[src/hdl/stb_pkg.sv]
// Package of constants and types for the split tenure bus master
// How it works
// [RULE1] All bus timing is referenced to the rising edge of one bus clock.
// [RULE2] Inputs are sampled and outputs launched on that same rising edge.
// [RULE3] The system arbiter grants ownership; no drive before a grant.
// [RULE4] The arbiter may park a master with a standing grant.
// [RULE5] Separate address path of 32 bits and data path of 64 bits.
// [RULE6] Coherence is tracked on aligned 32-byte sectors, MESI or MEI.
// [RULE7] Announce intent before reading a missing or writing a non-owned sector.
// [RULE8] A single beat moves contiguous bytes inside one aligned doubleword.
// [RULE9] A burst moves one aligned 32-byte block in beats.
// [RULE10] The data path can deliver one 8-byte beat every clock.
// [RULE11] Direct-store accesses use an extended protocol with a positive reply.
// [RULE12] Address and data tenures each run arbitration, transfer, termination.
// [RULE13] In address transfer the owner drives address and qualifiers.
// [RULE14] On address rerun the master abandons and requests the bus again.
// [RULE15] In data transfer the master samples on reads, drives on writes.
// [RULE16] The data tenure closes at termination unless retried, then repeats.
// [RULE17] Address-only transactions have an address tenure and no data tenure.
// [RULE18] A data tenure starts no earlier than its address transfer phase.
package stb_pkg;
    localparam int STB_ADDR_W     = 32;
    localparam int STB_DATA_W     = 64;
    localparam int STB_BE_W       = 8;
    localparam int STB_BURST_BEATS = 4;
    localparam int STB_BEAT_CNT_W = 2;
    localparam int STB_SECTOR_LSB = 5;
    localparam int STB_DW_LSB     = 3;
    localparam int STB_TT_W       = 3;
    localparam int STB_XADDR_W    = 32;
    // Transfer type codes on the qualifier lines
    localparam logic [2:0] STB_TT_READ   = 3'h0;
    localparam logic [2:0] STB_TT_WRITE  = 3'h1;
    localparam logic [2:0] STB_TT_RWITM  = 3'h2;
    localparam logic [2:0] STB_TT_ADONLY = 3'h3;
    localparam logic [2:0] STB_TT_XREAD  = 3'h4;
    localparam logic [2:0] STB_TT_XWRITE = 3'h5;
    localparam logic [2:0] STB_TT_CLAIM  = 3'h6;
    // Cache state of the sector the request aims at
    typedef enum logic [1:0] {
        STB_CS_INV = 2'h0,
        STB_CS_SHR = 2'h1,
        STB_CS_EXC = 2'h2,
        STB_CS_MOD = 2'h3
    } stb_cstate_t;
    // Request kinds from the core side
    typedef enum logic [1:0] {
        STB_RK_READ   = 2'h0,
        STB_RK_WRITE  = 2'h1,
        STB_RK_ADONLY = 2'h2
    } stb_rkind_t;
endpackage

[src/hdl/stb_beat.sv]
// Beat counter and byte lane checker for one data tenure
`timescale 1ns/100ps
module stb_beat
    import stb_pkg::*;
(
    // Clock
    input  wire logic                      core_clk,
    input  wire logic                      rst,
    input  wire logic                      clk_en,
    // Control
    input  wire logic                      start,
    input  wire logic                      burst,
    input  wire logic                      beat_ack,
    input  wire logic [STB_ADDR_W-1:0]     addr,
    input  wire logic [3:0]                nbytes,
    // Status
    output logic      [STB_BEAT_CNT_W-1:0] beat_idx,
    output logic                           last,
    output logic      [STB_BE_W-1:0]       lane_mask,
    output logic                           fits
);
    logic [STB_BEAT_CNT_W-1:0] cnt_r;
    logic [STB_BEAT_CNT_W-1:0] cnt_nxt;
    logic [4:0]                end_byte;

    assign cnt_nxt  = start ? '0 : (beat_ack ? cnt_r + 1'b1 : cnt_r);
    assign beat_idx = cnt_r;
    // One beat per acknowledge, so a full-rate target streams every clock
    assign last     = !burst || (cnt_r == STB_BEAT_CNT_W'(STB_BURST_BEATS-1)); // [RULE9] [RULE10]
    assign end_byte = 5'(addr[2:0]) + 5'(nbytes);
    assign fits     = burst ? (addr[STB_SECTOR_LSB-1:0] == '0)
                            : (nbytes != 4'h0 && end_byte <= 5'h08); // [RULE8]
    assign lane_mask = burst ? 8'hFF
                     : 8'((16'h00FF >> (5'h08 - 5'(nbytes))) << addr[2:0]);

    always_ff @(posedge core_clk or posedge rst)
    begin
        if (rst)
            cnt_r <= '0;
        else if (clk_en)
            cnt_r <= cnt_nxt;
    end
endmodule // stb_beat

[src/hdl/stb_master.sv]
// Split tenure bus master: address and data tenure sequencing
`timescale 1ns/100ps
module stb_master
    import stb_pkg::*;
(
    // Clock, reset and enable
    input  wire logic                    core_clk,
    input  wire logic                    rst,
    input  wire logic                    clk_en,
    // Core request
    input  wire logic                    req_valid,
    output logic                         req_ready,
    input  wire stb_pkg::stb_rkind_t     req_kind,
    input  wire logic [31:0]             req_addr,
    input  wire logic [3:0]              req_nbytes,
    input  wire logic                    req_burst,
    input  wire logic                    req_dstore,
    input  wire stb_pkg::stb_cstate_t    req_cstate,
    input  wire logic                    req_mei,
    // Core write data and read return
    input  wire logic [63:0]             wr_data,
    output logic                         wr_pop,
    output logic [63:0]                  rd_data,
    output logic                         rd_valid,
    output logic                         done,
    output logic                         err,
    // Address bus
    output logic                         abr_req,
    input  wire logic                    abus_grant,
    output logic                         a_start,
    output logic [31:0]                  a_addr,
    output logic [2:0]                   a_tt,
    output logic [7:0]                   a_lanes,
    output logic                         a_burst,
    output logic                         a_oe,
    input  wire logic                    a_ack,
    input  wire logic                    a_rerun,
    // Data bus
    output logic                         dbr_req,
    input  wire logic                    dbus_grant,
    output logic [63:0]                  d_out,
    output logic                         d_oe,
    input  wire logic [63:0]             d_in,
    input  wire logic                    d_ack,
    input  wire logic                    d_retry,
    // Extended protocol reply
    input  wire logic                    x_reply,
    input  wire logic                    x_reply_ok
);
    import stb_pkg::*;

    // ********************************************************
    // States
    // ********************************************************
    typedef enum logic [6:0] {
        ST_IDLE  = 7'h01,
        ST_AARB  = 7'h02,
        ST_AXFR  = 7'h04,
        ST_AEND  = 7'h08,
        ST_DARB  = 7'h10,
        ST_DXFR  = 7'h20,
        ST_XWAIT = 7'h40
    } stb_state_t;

    stb_state_t       st_r;
    stb_state_t       st_nxt;
    logic [31:0]      addr_r;
    logic [2:0]       tt_r;
    logic [3:0]       nb_r;
    logic             burst_r;
    logic             wr_r;
    logic             adonly_r;
    logic             xpr_r;
    logic [63:0]      rd_data_r;
    logic             rd_valid_r;
    logic             done_r;
    logic             err_r;
    logic             dstart;
    logic             blast;
    logic [7:0]       lanes;
    logic             fits;
    logic             take;
    logic             beat_ok;
    logic [2:0]       tt_sel;
    logic             need_claim;

    // ********************************************************
    // Decode
    // ********************************************************
    // Missing sector on read or write, or shared sector on write, broadcasts
    // A three-state cache has no shared state, so only a miss claims there
    assign need_claim = (req_kind == STB_RK_READ && req_cstate == STB_CS_INV)
        || (req_kind == STB_RK_WRITE && (req_cstate == STB_CS_INV
            || (req_cstate == STB_CS_SHR && !req_mei))); // [RULE6] [RULE7]
    assign tt_sel = req_dstore ? (req_kind == STB_RK_WRITE ? STB_TT_XWRITE
                                                           : STB_TT_XREAD)
        : (req_kind == STB_RK_ADONLY) ? STB_TT_ADONLY
        : (req_kind == STB_RK_WRITE && need_claim) ? STB_TT_RWITM
        : (req_kind == STB_RK_WRITE) ? STB_TT_WRITE : STB_TT_READ; // [RULE11]
    assign req_ready = (st_r == ST_IDLE);
    assign take      = req_valid && req_ready;
    // Data tenure may only open once the address transfer is under way
    assign dstart    = (st_r == ST_AEND) && a_ack && !a_rerun && !adonly_r; // [RULE18]
    assign beat_ok   = (st_r == ST_DXFR) && d_ack && !d_retry;

    stb_beat u_beat (
        .core_clk  (core_clk),
        .rst       (rst),
        .clk_en    (clk_en),
        .start     (dstart || ((st_r == ST_DXFR) && d_retry)),
        .burst     (burst_r),
        .beat_ack  (beat_ok),
        .addr      (addr_r),
        .nbytes    (nb_r),
        .beat_idx  (),
        .last      (blast),
        .lane_mask (lanes),
        .fits      (fits)
    );

    // ********************************************************
    // Sequencer
    // ********************************************************
    always_comb
    begin
        st_nxt = st_r;
        case (st_r)
            ST_IDLE:  if (take) st_nxt = ST_AARB;
            // Parked grant lets the tenure start the next cycle
            ST_AARB:  if (abus_grant) st_nxt = ST_AXFR; // [RULE3] [RULE4] [RULE12]
            ST_AXFR:  st_nxt = ST_AEND;
            ST_AEND:
                if (a_ack && a_rerun) st_nxt = ST_AARB; // [RULE14]
                else if (a_ack && adonly_r) st_nxt = ST_IDLE; // [RULE17]
                else if (a_ack) st_nxt = ST_DARB;
            ST_DARB:  if (dbus_grant) st_nxt = ST_DXFR; // [RULE12]
            ST_DXFR:
                if (d_ack && d_retry) st_nxt = ST_DARB; // [RULE16]
                else if (beat_ok && blast)
                    st_nxt = xpr_r ? ST_XWAIT : ST_IDLE;
            ST_XWAIT: if (x_reply) st_nxt = ST_IDLE; // [RULE11]
            default:  st_nxt = ST_IDLE;
        endcase
    end

    // ********************************************************
    // Bus outputs
    // ********************************************************
    assign abr_req = (st_r == ST_AARB);
    assign a_oe    = (st_r == ST_AXFR) || (st_r == ST_AEND); // [RULE3] [RULE13]
    assign a_start = (st_r == ST_AXFR);
    assign a_addr  = addr_r; // [RULE5]
    assign a_tt    = tt_r;
    assign a_burst = burst_r;
    assign a_lanes = lanes;
    assign dbr_req = (st_r == ST_DARB);
    assign d_oe    = (st_r == ST_DXFR) && wr_r; // [RULE15]
    assign d_out   = wr_data;
    assign wr_pop  = beat_ok && wr_r;
    assign rd_data  = rd_data_r;
    assign rd_valid = rd_valid_r;
    assign done     = done_r;
    assign err      = err_r;

    // ********************************************************
    // Registers
    // ********************************************************
    always_ff @(posedge core_clk or posedge rst) // [RULE1] [RULE2]
    begin
        if (rst)
        begin
            st_r       <= ST_IDLE;
            addr_r     <= '0;
            tt_r       <= 3'h0;
            nb_r       <= 4'h0;
            burst_r    <= 1'b0;
            wr_r       <= 1'b0;
            adonly_r   <= 1'b0;
            xpr_r      <= 1'b0;
            rd_data_r  <= '0;
            rd_valid_r <= 1'b0;
            done_r     <= 1'b0;
            err_r      <= 1'b0;
        end
        else if (clk_en)
        begin
            st_r       <= st_nxt;
            rd_valid_r <= beat_ok && !wr_r; // [RULE15]
            if (beat_ok && !wr_r)
                rd_data_r <= d_in;
            done_r <= (st_r == ST_AEND && a_ack && !a_rerun && adonly_r)
                   || (beat_ok && blast && !xpr_r)
                   || (st_r == ST_XWAIT && x_reply);
            err_r  <= (st_r == ST_XWAIT && x_reply && !x_reply_ok)
                   || (st_r == ST_AXFR && !fits && !adonly_r && !xpr_r);
            if (take)
            begin
                // Bursts are forced to the sector base
                addr_r   <= req_burst ? {req_addr[31:STB_SECTOR_LSB], 5'h00}
                                      : req_addr; // [RULE9]
                tt_r     <= tt_sel;
                nb_r     <= req_nbytes;
                burst_r  <= req_burst && !req_dstore;
                wr_r     <= (req_kind == STB_RK_WRITE);
                adonly_r <= (req_kind == STB_RK_ADONLY);
                xpr_r    <= req_dstore;
            end
        end
    end
endmodule // stb_master

[config.mk]
export PLATFORM = sky130hd
export DESIGN_NAME = stb_master
export DESIGN_NICKNAME = d
export VERILOG_FILES = /design/src/hdl/stb_pkg.sv /design/src/hdl/stb_beat.sv /design/src/hdl/stb_master.sv
export SDC_FILE = /design/constraint.sdc
export NUM_CORES = 1
export LEC_CHECK = 0
export BUFFER_PORTS_ARGS = -buffer_cell sky130_fd_sc_hd__buf_4
export CORE_AREA = 2 2 141 143
export CTS_BUF_LIST = sky130_fd_sc_hd__clkbuf_4 sky130_fd_sc_hd__clkbuf_8 sky130_fd_sc_hd__clkbuf_16
export CTS_CLUSTER_SIZE = 8
export DETAILED_ROUTE_END_ITERATION = 12
export DIE_AREA = 0 0 143 145
export SYNTH_ARGS = -nofsm -noshare
export SYNTH_HDL_FRONTEND = slang
export SYNTH_SLANG_ARGS = --single-unit
[constraint.sdc]
create_clock -name core_clk -period 12.2 [get_ports core_clk]
set_clock_uncertainty 0.15 [all_clocks]
set_input_delay 2.44 -clock core_clk [delete_from_list [all_inputs] [get_ports core_clk]]
set_output_delay 2.44 -clock core_clk [all_outputs]
set_load 0.03 [all_outputs]
==> results of run 1 <==
==> power groups by stage <==
stage               Sequential, uW  Combinational (uW)  Clock [uW]
floorplan                      637                 440           0
global placement               557                 747           0
detailed placement             556                 753           0
CTS                            553                 752         481
global route                   568                 812         498
finish                         553                 747         465
==> cell families after synthesis <==
kind of cell               synth area share
AOI/OAI and AO/OA                    0.0835
buffers and inverters                 0.117
and+or+nand+nor                       0.139
DFF                                   0.503
muxes                                 0.138
adders and majority gates            0.0141
xor gates and xnor gates            0.00597
==> routing by layer <==
| layer | GRT usage | part of all wire | wire length (um) | vias up |
|---|---|---|---|---|
| li1 | - | - | - | 2177 |
| met1 | 0.197 | 0.43 | 6830 | 2221 |
| met2 | 0.241 | 0.46 | 7280 | 193 |
| met3 | 0.0455 | 0.082 | 1300 | 36 |
| met4 | 0.0708 | 0.025 | 399 | 0 |
| met5 | 0 | 0 | 0 | - |
==> sequential cells by signal, summed over array words and instances (netlist names), 2 cells and up <==
register,flops
st_r,7
a_tt,3
nb_r,4
u_beat.beat_idx,2
a_addr,32
rd_data,64
==> how the worst max path moves through the flow <==
stage,end,slack [ps],from
2_1_floorplan,a_addr[0],6480,rst
3_3_place_gp,wr_pop,6430,d_retry
3_5_place_dp,wr_pop,6420,d_retry
4_1_cts,wr_pop,6410,d_retry
5_1_grt,wr_pop,6360,d_retry
6_report,wr_pop,6420,d_retry
==> cells in the final DEF (no fill, tap or decap), types with 5 or more instances in the layout <==
| cell | synthesis | routed |
|---|---|---|
| clkbuf_16 | 0 | 17 |
| ha_1 | 5 | 5 |
| nand2_1 | 108 | 108 |
| nor2_1 | 17 | 17 |
| nand2b_1 | 5 | 5 |
| buf_4 | 68 | 238 |
| dfrtp_1 | 117 | 117 |
| mux2_1 | 60 | 60 |
| clkinv_4 | 0 | 5 |
| nor3_1 | 9 | 9 |
| a21oi_1 | 16 | 16 |
| mux2_2 | 11 | 11 |
| inv_1 | 14 | 13 |
| o21ai_0 | 28 | 28 |
| nor2b_1 | 5 | 5 |
| nand3b_1 | 5 | 5 |
==> synth_stat cells (all sizes together) (5+ instances only) <==
master  instances
dfrtp         117
mux2           71
buf            76
nand2         109
nor2           19
clkbuf         12
nor3           10
nand2b          5
nand3b          5
ha              5
inv            14
nor2b           5
o21ai          28
a21oi          16
==> per-stage QoR <==
step | cells | utilization | hold slack (ps) | cell area, sq um | setup WS, ps
finish | 1002 | 0.412 | 325 | 7920 | 6420
floorplan | 555 | - | 357 | 5870 | 6480
global route | 1002 | 0.412 | 349 | 7920 | 6360
CTS | 1002 | 0.412 | 329 | 7920 | 6410
detailed placement | 970 | 0.383 | 315 | 7360 | 6420
global placement | 970 | 0.383 | 310 | 7360 | 6430
==> worst min-delay path: stages, from the launching register on <==
cell and delay [ps]:
dfrtp_1 340, nand2_1 50, nand2_1 50
==> area by class of cell <==
type                            count  share of cell area
Sequential cell                   118               0.373
Tap cell                          265              0.0419
Inverter                           14             0.00696
Multi-Input combinational cell    335               0.282
Timing Repair Buffer              238               0.226
Clock inverter                     13              0.0128
Clock buffer                       19              0.0572
==> results.md, run 1 <==
* FF-to-FF End: rd_data[28]
* Share of layout cells above drive strength 1 at 0.393
* Starting Density at 0.306
* Post-synth cell types at 56
* Hold Crit Class: flop to flop
* Footprint of the multi-input gates at 2230 sq um
* Reg-to-reg slack, setup at roughly 9000 ps
* IO Count at 365
* Worst-margin pin slew at 1100 ps
* Final total power at approximately 1800 uW
* Asr flop ratio synth at 1.00
* P_int at 1030 uW
* Nets at 913
* TritonCTS clock tree: yes
* Dpl hpwl at 11400 um
* Crit-path most repeated cell: buf_4
* Max FO, Critical Path at 5
* Top cell type's share of synthesized area at 0.499
* Area leader, netlist: dfrtp_1
* IR Drop Worst-Case VDD at around 0.14 mV
* Gate power share at 0.423
* Grt ovf at 0
* Hold buffer count at cts at 0
* Post-synthesis instance total at around 560
* Min-Delay Path Depth at 2
* I/O Buffers at 236
* Detail Route Antenna Nets at 0
* Peak Freq at roughly 170 MHz
* Area grow syn2layout at 34.8%
* Worst path arrival time at 3190 ps
* Depth of the worst register-to-register path at 6
* TritonCTS sink count at around 120
* Vias in the first global route at 4660
* Critical path's top delay family: simple AND/OR/NAND/NOR gates
* Reg2reg start: st_r[4]
* WP data required at a little under 10000 ps
* # Max-Cap Violations at 0
* Global Route Usage Sum at 0.155
* FILL cells at 1930
* Prevailing post-synth register cell: dfrtp_1
* Count of final hold-check violations at 0
* Routability cong. at 0.834
* First-pass DRT Iterations at 4
* Hold path start: a_addr[5]
* CTS Buffer Depth at 2
* Via/cell ratio at 4.62
* Post-CTS resize count at 0
* DIE AREA at 20700 sq um
* Final setup vio count at 0
* Routed len/inst at 15.8 um
* Sw frac at 0.419
* Register Area at roughly 3000 sq um
* Leakage at around 0.0042 uW
* Synth Cell Area at 5870 sq um
* RSZ-0062 raised after global routing: false
* Core area at approximately 19000 sq um
* ANT cells at 0
* Clock root cell: clkbuf_16
* Sequential share of the synthesized area at 0.503
* Tmin final at 5780 ps
* Max Slew Vio Count at 0
* Outcome: finished, final reports clean
* Startpoint types: input port
* Critical path's largest stage delay at between 200 and 300 ps
* Clock Latency Late Sink at around 400 ps
* Syn_nets at 744
* Die Y-Extent at 145 um
* PwrDens at about 220 nW/um^2
* CP Depth at 4
* Largest net degree at the start of global routing at 72
* Clock Power Share at 0.264
* H-tree levels at 4
* CTS buffer count at 17
* Worst Path Buf+Inv at 2
* Tcrit/Tclk final at 0.474
* Clock slew at the register clock pins of the worst setup and hold paths at around 50 ps
* DRC errors left at 0
* Largest cells by area after synthesis: dfrtp_1, mux2_1, buf_4, nand2_1, o21ai_0
* Worst path slowest cell: and3b_1
* First-pass GRT wire length at about 25000 um
* Cell breakdown of the critical path: buf_4 -> and3b_1 -> and2_1 -> buf_4
* Post-synth EDFFs at 0
* Initial DRC Count at 216
* Register bit total from synthesis at 118
* Sequential Power Share at 0.313
* WHS Endpoint: a_addr[5]
* Post-CTS setup buffers at 0
* Switching power total at 739 uW
* Floorplan row count at 51
* Max-slew headroom at 0.267
* Setup TNS at 0 ps
* Initial antenna violation count at 0
* Yosys warnings at 0
* Die Wd at 143 um
* Routed wire length at 15800 um
* Mean Syn Cell Area at 10.6 sq um
* Crit path kind: input port to output port
* Worst Setup End Kind: output port
* DR vias at 4627
(Power assumes the default switching activity.)
==> inputs of run 2 (changes only) <==
CORE_AREA = 2 2 143 145   (was 2 2 141 143)
DIE_AREA = 0 0 145 147   (was 0 0 143 145)
clock period = 5.86 ns   (was 12.2 ns; I/O delays follow)
==> run 2 against run 1 <==
Compared with the run above:
- global-route usage is 0.85 points lower
- count of clock-buffer cells in the layout stayed put
- setup slack worse by 4700 ps
- largest cell class unchanged
- highest routed layer unchanged
- combinational power is 110% higher
- final cell count is 0.70% higher
- first-iteration DRC count is 32% lower
- largest power group unchanged
- critical path type is now flop to output port
- critical path depth is 5 higher
==> results.md, run 2 (synthesis gave the netlist of run 1 again) <==
* Outcome: finished, final reports clean
* Count of final hold-check violations at 0
* ANT cells at 0
* Grt ovf at 0
* Tmin final at 4140 ps
* First-pass GRT wire length at roughly 25000 um
* TritonCTS sink count at between 100 and 150
* Crit-path most repeated cell: nor3_1
* # Max-Cap Violations at 0
* Placed cell area at ~7400 sq um
* Met2 WL at a little over 7000 um
* Worst path arrival time at between 2000 and 3000 ps
* Initial antenna violation count at 0
* Largest net degree at the start of global routing at 55
* Final setup vio count at 0
* Worst path slowest cell: dfrtp_1
* Clock slew at the register clock pins of the worst setup and hold paths at ~60 ps
* Most common cell after layout, fill and taps aside: buf_4
* DR vias at ~4600
* Min-Delay Path Depth at 2
* IR Drop Worst-Case VDD at 0.294 mV
* Reg2reg start: st_r[2]
* Initial DRC Count at 146
* Die Y-Extent at 147 um
* CTS Buffer Depth at 2
* Via/cell ratio at approximately 4.6
* Floorplan row count at 52
* Met3 wire length at 1240 um
* Max Slew Vio Count at 0
* Most frequent cells in the layout: buf_4, dfrtp_1, nand2_1
* CP Depth at 9
* I/O Buffers at between 200 and 250
* Leakage at 0.00424 uW
* Reg-to-reg slack, setup at approximately 2600 ps
* Clock Latency Late Sink at 400 ps
* Pre-CTS setup slack at ~2200 ps
* First-pass DRT Iterations at 4
* Max layer used: met4
* DRC errors left at 0
* Hold Crit Class: flop to flop
* IO Count at 365
* Global Route Usage Sum at 0.146
* Crit path kind: flop to output port
* Worst Setup SP: nb_r[0]
* RSZ-0062 raised after global routing: false
* Final total power at 3740 uW
* Routed len/inst at 15.4 um
* Core area at 19800 sq um
* M1 wire length at 6800 um
* FILL cells at 1996
* WP data required at 4540 ps
* Area grow syn2layout at 36.0%
* Worst Path Buf+Inv at 2
* Routed wire length at 15600 um
* Cell breakdown of the critical path: inv_1 -> ha_1 -> nor2b_1 -> and3_1 -> nor3_1 -> nor3_1 -> a211oi_1 -> a32oi_1 -> buf_4
* Max-slew headroom at 0.407
* Depth of the worst register-to-register path at 7
* Max FO, Critical Path at 12
* Share of layout cells above drive strength 1 at 0.395
* Post-CTS setup buffers at 0
* H-tree levels at 4
* Critical path's top delay family: simple AND/OR/NAND/NOR gates
* PwrDens at 469 nW/um^2
* Hold buffer count at cts at 0
* Vias in the first global route at 4630
* DIE AREA at 21300 sq um
* Worst Setup End Kind: output port
* Post-CTS resize count at 0
* CTS buffer count at 17
* Setup TNS at 0 ps
* Clock root cell: clkbuf_16
* Final core occ at 0.402
* FF-to-FF End: rd_data[26]
* Routability cong. at between 0.8 and 0.9
* Worst setup margin at approximately 1700 ps
* TritonCTS clock tree: yes
* Design area at 7980 sq um
* Max FFs per register at 64
* Startpoint types: flop
* Tcrit/Tclk final at 0.706
* Detail Route Antenna Nets at 0
* Die Wd at about 150 um
* Starting Density at 0.296
* Worst-margin pin slew at 890 ps
* Peak Freq at 242 MHz
* Nets at 915
* Dpl hpwl at 11600 um
* Worst setup path endpoint: a_lanes[6]
* Critical path's largest stage delay at 550 ps
## run 2: worst min path at each step
stage                       startpoint            endpoint  slack [ps]
global route                a_addr[13]          a_addr[13]         350
CTS                         a_addr[11]          a_addr[11]         330
floorplan           u_beat.beat_idx[1]  u_beat.beat_idx[1]         360
global placement            a_addr[28]          a_addr[28]         310
detailed placement           a_addr[7]           a_addr[7]         320
finish                      a_addr[30]          a_addr[30]         330
## run 2: cell type report
type | instances | area [sq um] | share of cell area
clock buffers | 19 | 453 | 0.0567
well taps | 270 | 338 | 0.0423
inverters | 14 | 55.1 | 0.00690
flip-flops and latches | 118 | 2950 | 0.370
clock inverters | 13 | 149 | 0.0186
repair buffers | 240 | 1800 | 0.226
multi-input cells | 335 | 2230 | 0.280
## run 2: report_power, final
part           leakage (uW)  switching, uW  internal, uW
Sequential          0.00158            176           972
Clock              0.000286            391           653
Combinational       0.00237            951           598
Total               0.00424           1520          2220
## run 2: worst register-to-register path: stages, from the launching register on
cell and delay [ps]:
dfrtp_1 430, or4_4 600, nor2_4 180, and3b_1 280, nand2_2 150, nor2_8 290
buf_4 590, mux2_2 440
## run 2: per-stage QoR
step | instances | hold WS (ps)
final | 1009 | 329
after detailed placement | 977 | 316
after global placement | 977 | 310
after floorplan | 555 | 357
after CTS | 1009 | 333
after global routing | 1009 | 352
## run 2: routing by layer
layer | vias to the layer above | global-route usage
li1 | 2175 | -
met5 | - | 0
met2 | 212 | 0.234
met1 | 2196 | 0.184
met3 | 33 | 0.0540
met4 | 0 | 0.0475
==> inputs of run 3 (changes only) <==
CORE_AREA = 2 2 142 144   (was 2 2 143 145)
DIE_AREA = 0 0 144 146   (was 0 0 145 147)
clock period = 3.32 ns   (was 5.86 ns; I/O delays follow)
==> run 3 against run 2 <==
Compared with the run above:
- sequential cell count did not move
- global-route usage rose by 0.094 points
- clock power rose by 73%
- via count fell by 0.84%
- final cell count fell by 0.40%
- register-to-register slack got worse by 2100 ps
- critical path depth fell by 1
- routed wire length rose by 0.50%
- die area fell by 1.4%
- utilization rose by 1.5 points
- total power rose by 79%
- hold slack got worse by 96 ps
- critical endpoint unchanged
==> results.md, run 3 (synthesis gave the netlist of run 1 again) <==
* FILL cells at 1909
* Tmin final at approximately 3200 ps
* Tcrit/Tclk final at 0.958
* Post-CTS setup buffers at 0
* Leakage at roughly 0.0042 uW
* Inst Count DP at ~1000
* PwrDens at 832 nW/um^2
* Routed wire length at 15600 um
* Die Wd at 144 um
* TritonCTS sink count at between 100 and 150
* Clock root cell: clkbuf_16
* Most common cell after layout, fill and taps aside: buf_4
* Via/cell ratio at 4.55
* Crit path kind: flop to output port
* CTS buffer count at 17
* Share of layout cells above drive strength 1 at 0.412
* Fin cells at 1005
* Worst Path Buf+Inv at 2
* Max-slew headroom at 0.484
* First-pass GRT wire length at 24200 um
* Reg-to-reg slack, setup at 580 ps
* Dpl hpwl at 11500 um
* Placed cell area at 7420 sq um
* DR vias at 4577
* Reg2reg start: st_r[2]
* Core area at 19300 sq um
* Max Slew Vio Count at 0
* Depth of the worst register-to-register path at 7
* Worst-margin pin slew at 774 ps
* Floorplan row count at 51
* Clock Latency Late Sink at 400 ps
* Critical path's top delay family: compound AO/OA/AOI/OAI gates
* Critical path's largest stage delay at 450 ps
* Cell breakdown of the critical path: inv_1 -> ha_4 -> a211oi_1 -> nor3_4 -> nor3_1 -> a211oi_2 -> a32oi_1 -> buf_4
* Hold buffer count at cts at 0
* Routability cong. at 0.906
* Routed len/inst at 15.6 um
* Max FFs per register at 64
* Peak Freq at 314 MHz
* TritonCTS clock tree: yes
* Largest net degree at the start of global routing at 119
* DIE AREA at 21000 sq um
* Most frequent cells in the layout: buf_4, dfrtp_1, nand2_1
* Nets at approximately 900
* FF-to-FF End: rd_data[14]
* First-pass DRT Iterations at 5
* Outcome: finished, final reports clean
* Global Route Usage Sum at 0.147
* Die Y-Extent at 146 um
* Startpoint types: flop
* Worst path slowest cell: dfrtp_2
* Worst path arrival time at 2370 ps
* Count of final hold-check violations at 0
* Design area at 8070 sq um
* CTS Buffer Depth at 2
* Initial DRC Count at 217
* Clock slew at the register clock pins of the worst setup and hold paths at 60 ps
* Grt ovf at 0
* Hold Crit Class: input port to async pin
* ANT cells at 0
* Initial antenna violation count at 0
* Detail Route Antenna Nets at 0
* # Max-Cap Violations at 0
* DRC errors left at 0
* Area grow syn2layout at 37.4%
* IO Count at ~370
* Worst Setup End Kind: output port
* Final setup vio count at 0
* Max FO, Critical Path at 8
* WP data required at 2510 ps
* Starting Density at 0.304
* I/O Buffers at 236
* IR Drop Worst-Case VDD at around 0.54 mV
* H-tree levels at 4
* Vias in the first global route at 4498
run 3: cell count changes in the layout (fill, tap and decap cells not counted), sizes merged:
cell,before,now
clkinvlp,3,7
buf,240,242
clkbuf,19,17
clkinv,6,4
inv,16,15
run 3: per-stage QoR:
stage / total power, uW / hold WS, ps / utilization / setup TNS, ps / setup slack [ps]
floorplan: 3960 / 357 / - / 0 / 24.4
global placement: 4810 / 309 / 0.384 / 0 / 316
detailed placement: 4810 / 317 / 0.384 / 0 / 277
CTS: 6670 / 280 / 0.414 / 0 / 3.92
global route: 7130 / 288 / 0.417 / -23.7 / -23.7
finish: 6710 / 234 / 0.417 / 0 / 138
run 3: worst max path at each step:
stage | startpoint | to | depth (start not counted)
floorplan | nb_r[0] | a_lanes[4] | 9
global placement | nb_r[1] | a_lanes[6] | 9
detailed placement | nb_r[1] | a_lanes[6] | 9
CTS | nb_r[1] | a_lanes[6] | 9
global route | nb_r[1] | a_lanes[7] | 8
finish | nb_r[1] | a_lanes[6] | 8
run 3: layout make-up:
cell class | count | area [sq um] | area share
multi-input cells | 335 | 2300 | 0.285
repair buffers | 242 | 1840 | 0.228
clock inverters | 14 | 154 | 0.0191
inverters | 14 | 56.3 | 0.00698
clock buffers | 17 | 425 | 0.0527
flip-flops and latches | 118 | 2960 | 0.366
well taps | 265 | 332 | 0.0411
run 3: tightest hold or removal path, delay by kind of cell:
family,cells,cell delay [ps]
buf+inv,3,600
run 3: repair_timing:
action,CTS,global route
endpoints found under the hold margin,0,0
pin swaps,0,1
endpoints found under the setup margin,5,6
resized for setup,4,12
run 3: where the power goes:
| part | switching [uW] | leakage, uW | internal [uW] |
|---|---|---|---|
| clock | 696 | 0.000264 | 1110 |
| combinational | 1750 | 0.00239 | 1140 |
| sequential | 298 | 0.00158 | 1720 |
run 3: routing by layer:
| metal | share of wire | GRT usage | vias up |
|---|---|---|---|
| li1 | - | - | 2180 |
| met1 | 0.42 | 0.184 | 2148 |
| met2 | 0.47 | 0.236 | 228 |
| met4 | 0.022 | 0.0475 | 0 |
| met3 | 0.093 | 0.0513 | 21 |
| met5 | 0 | 0 | - |
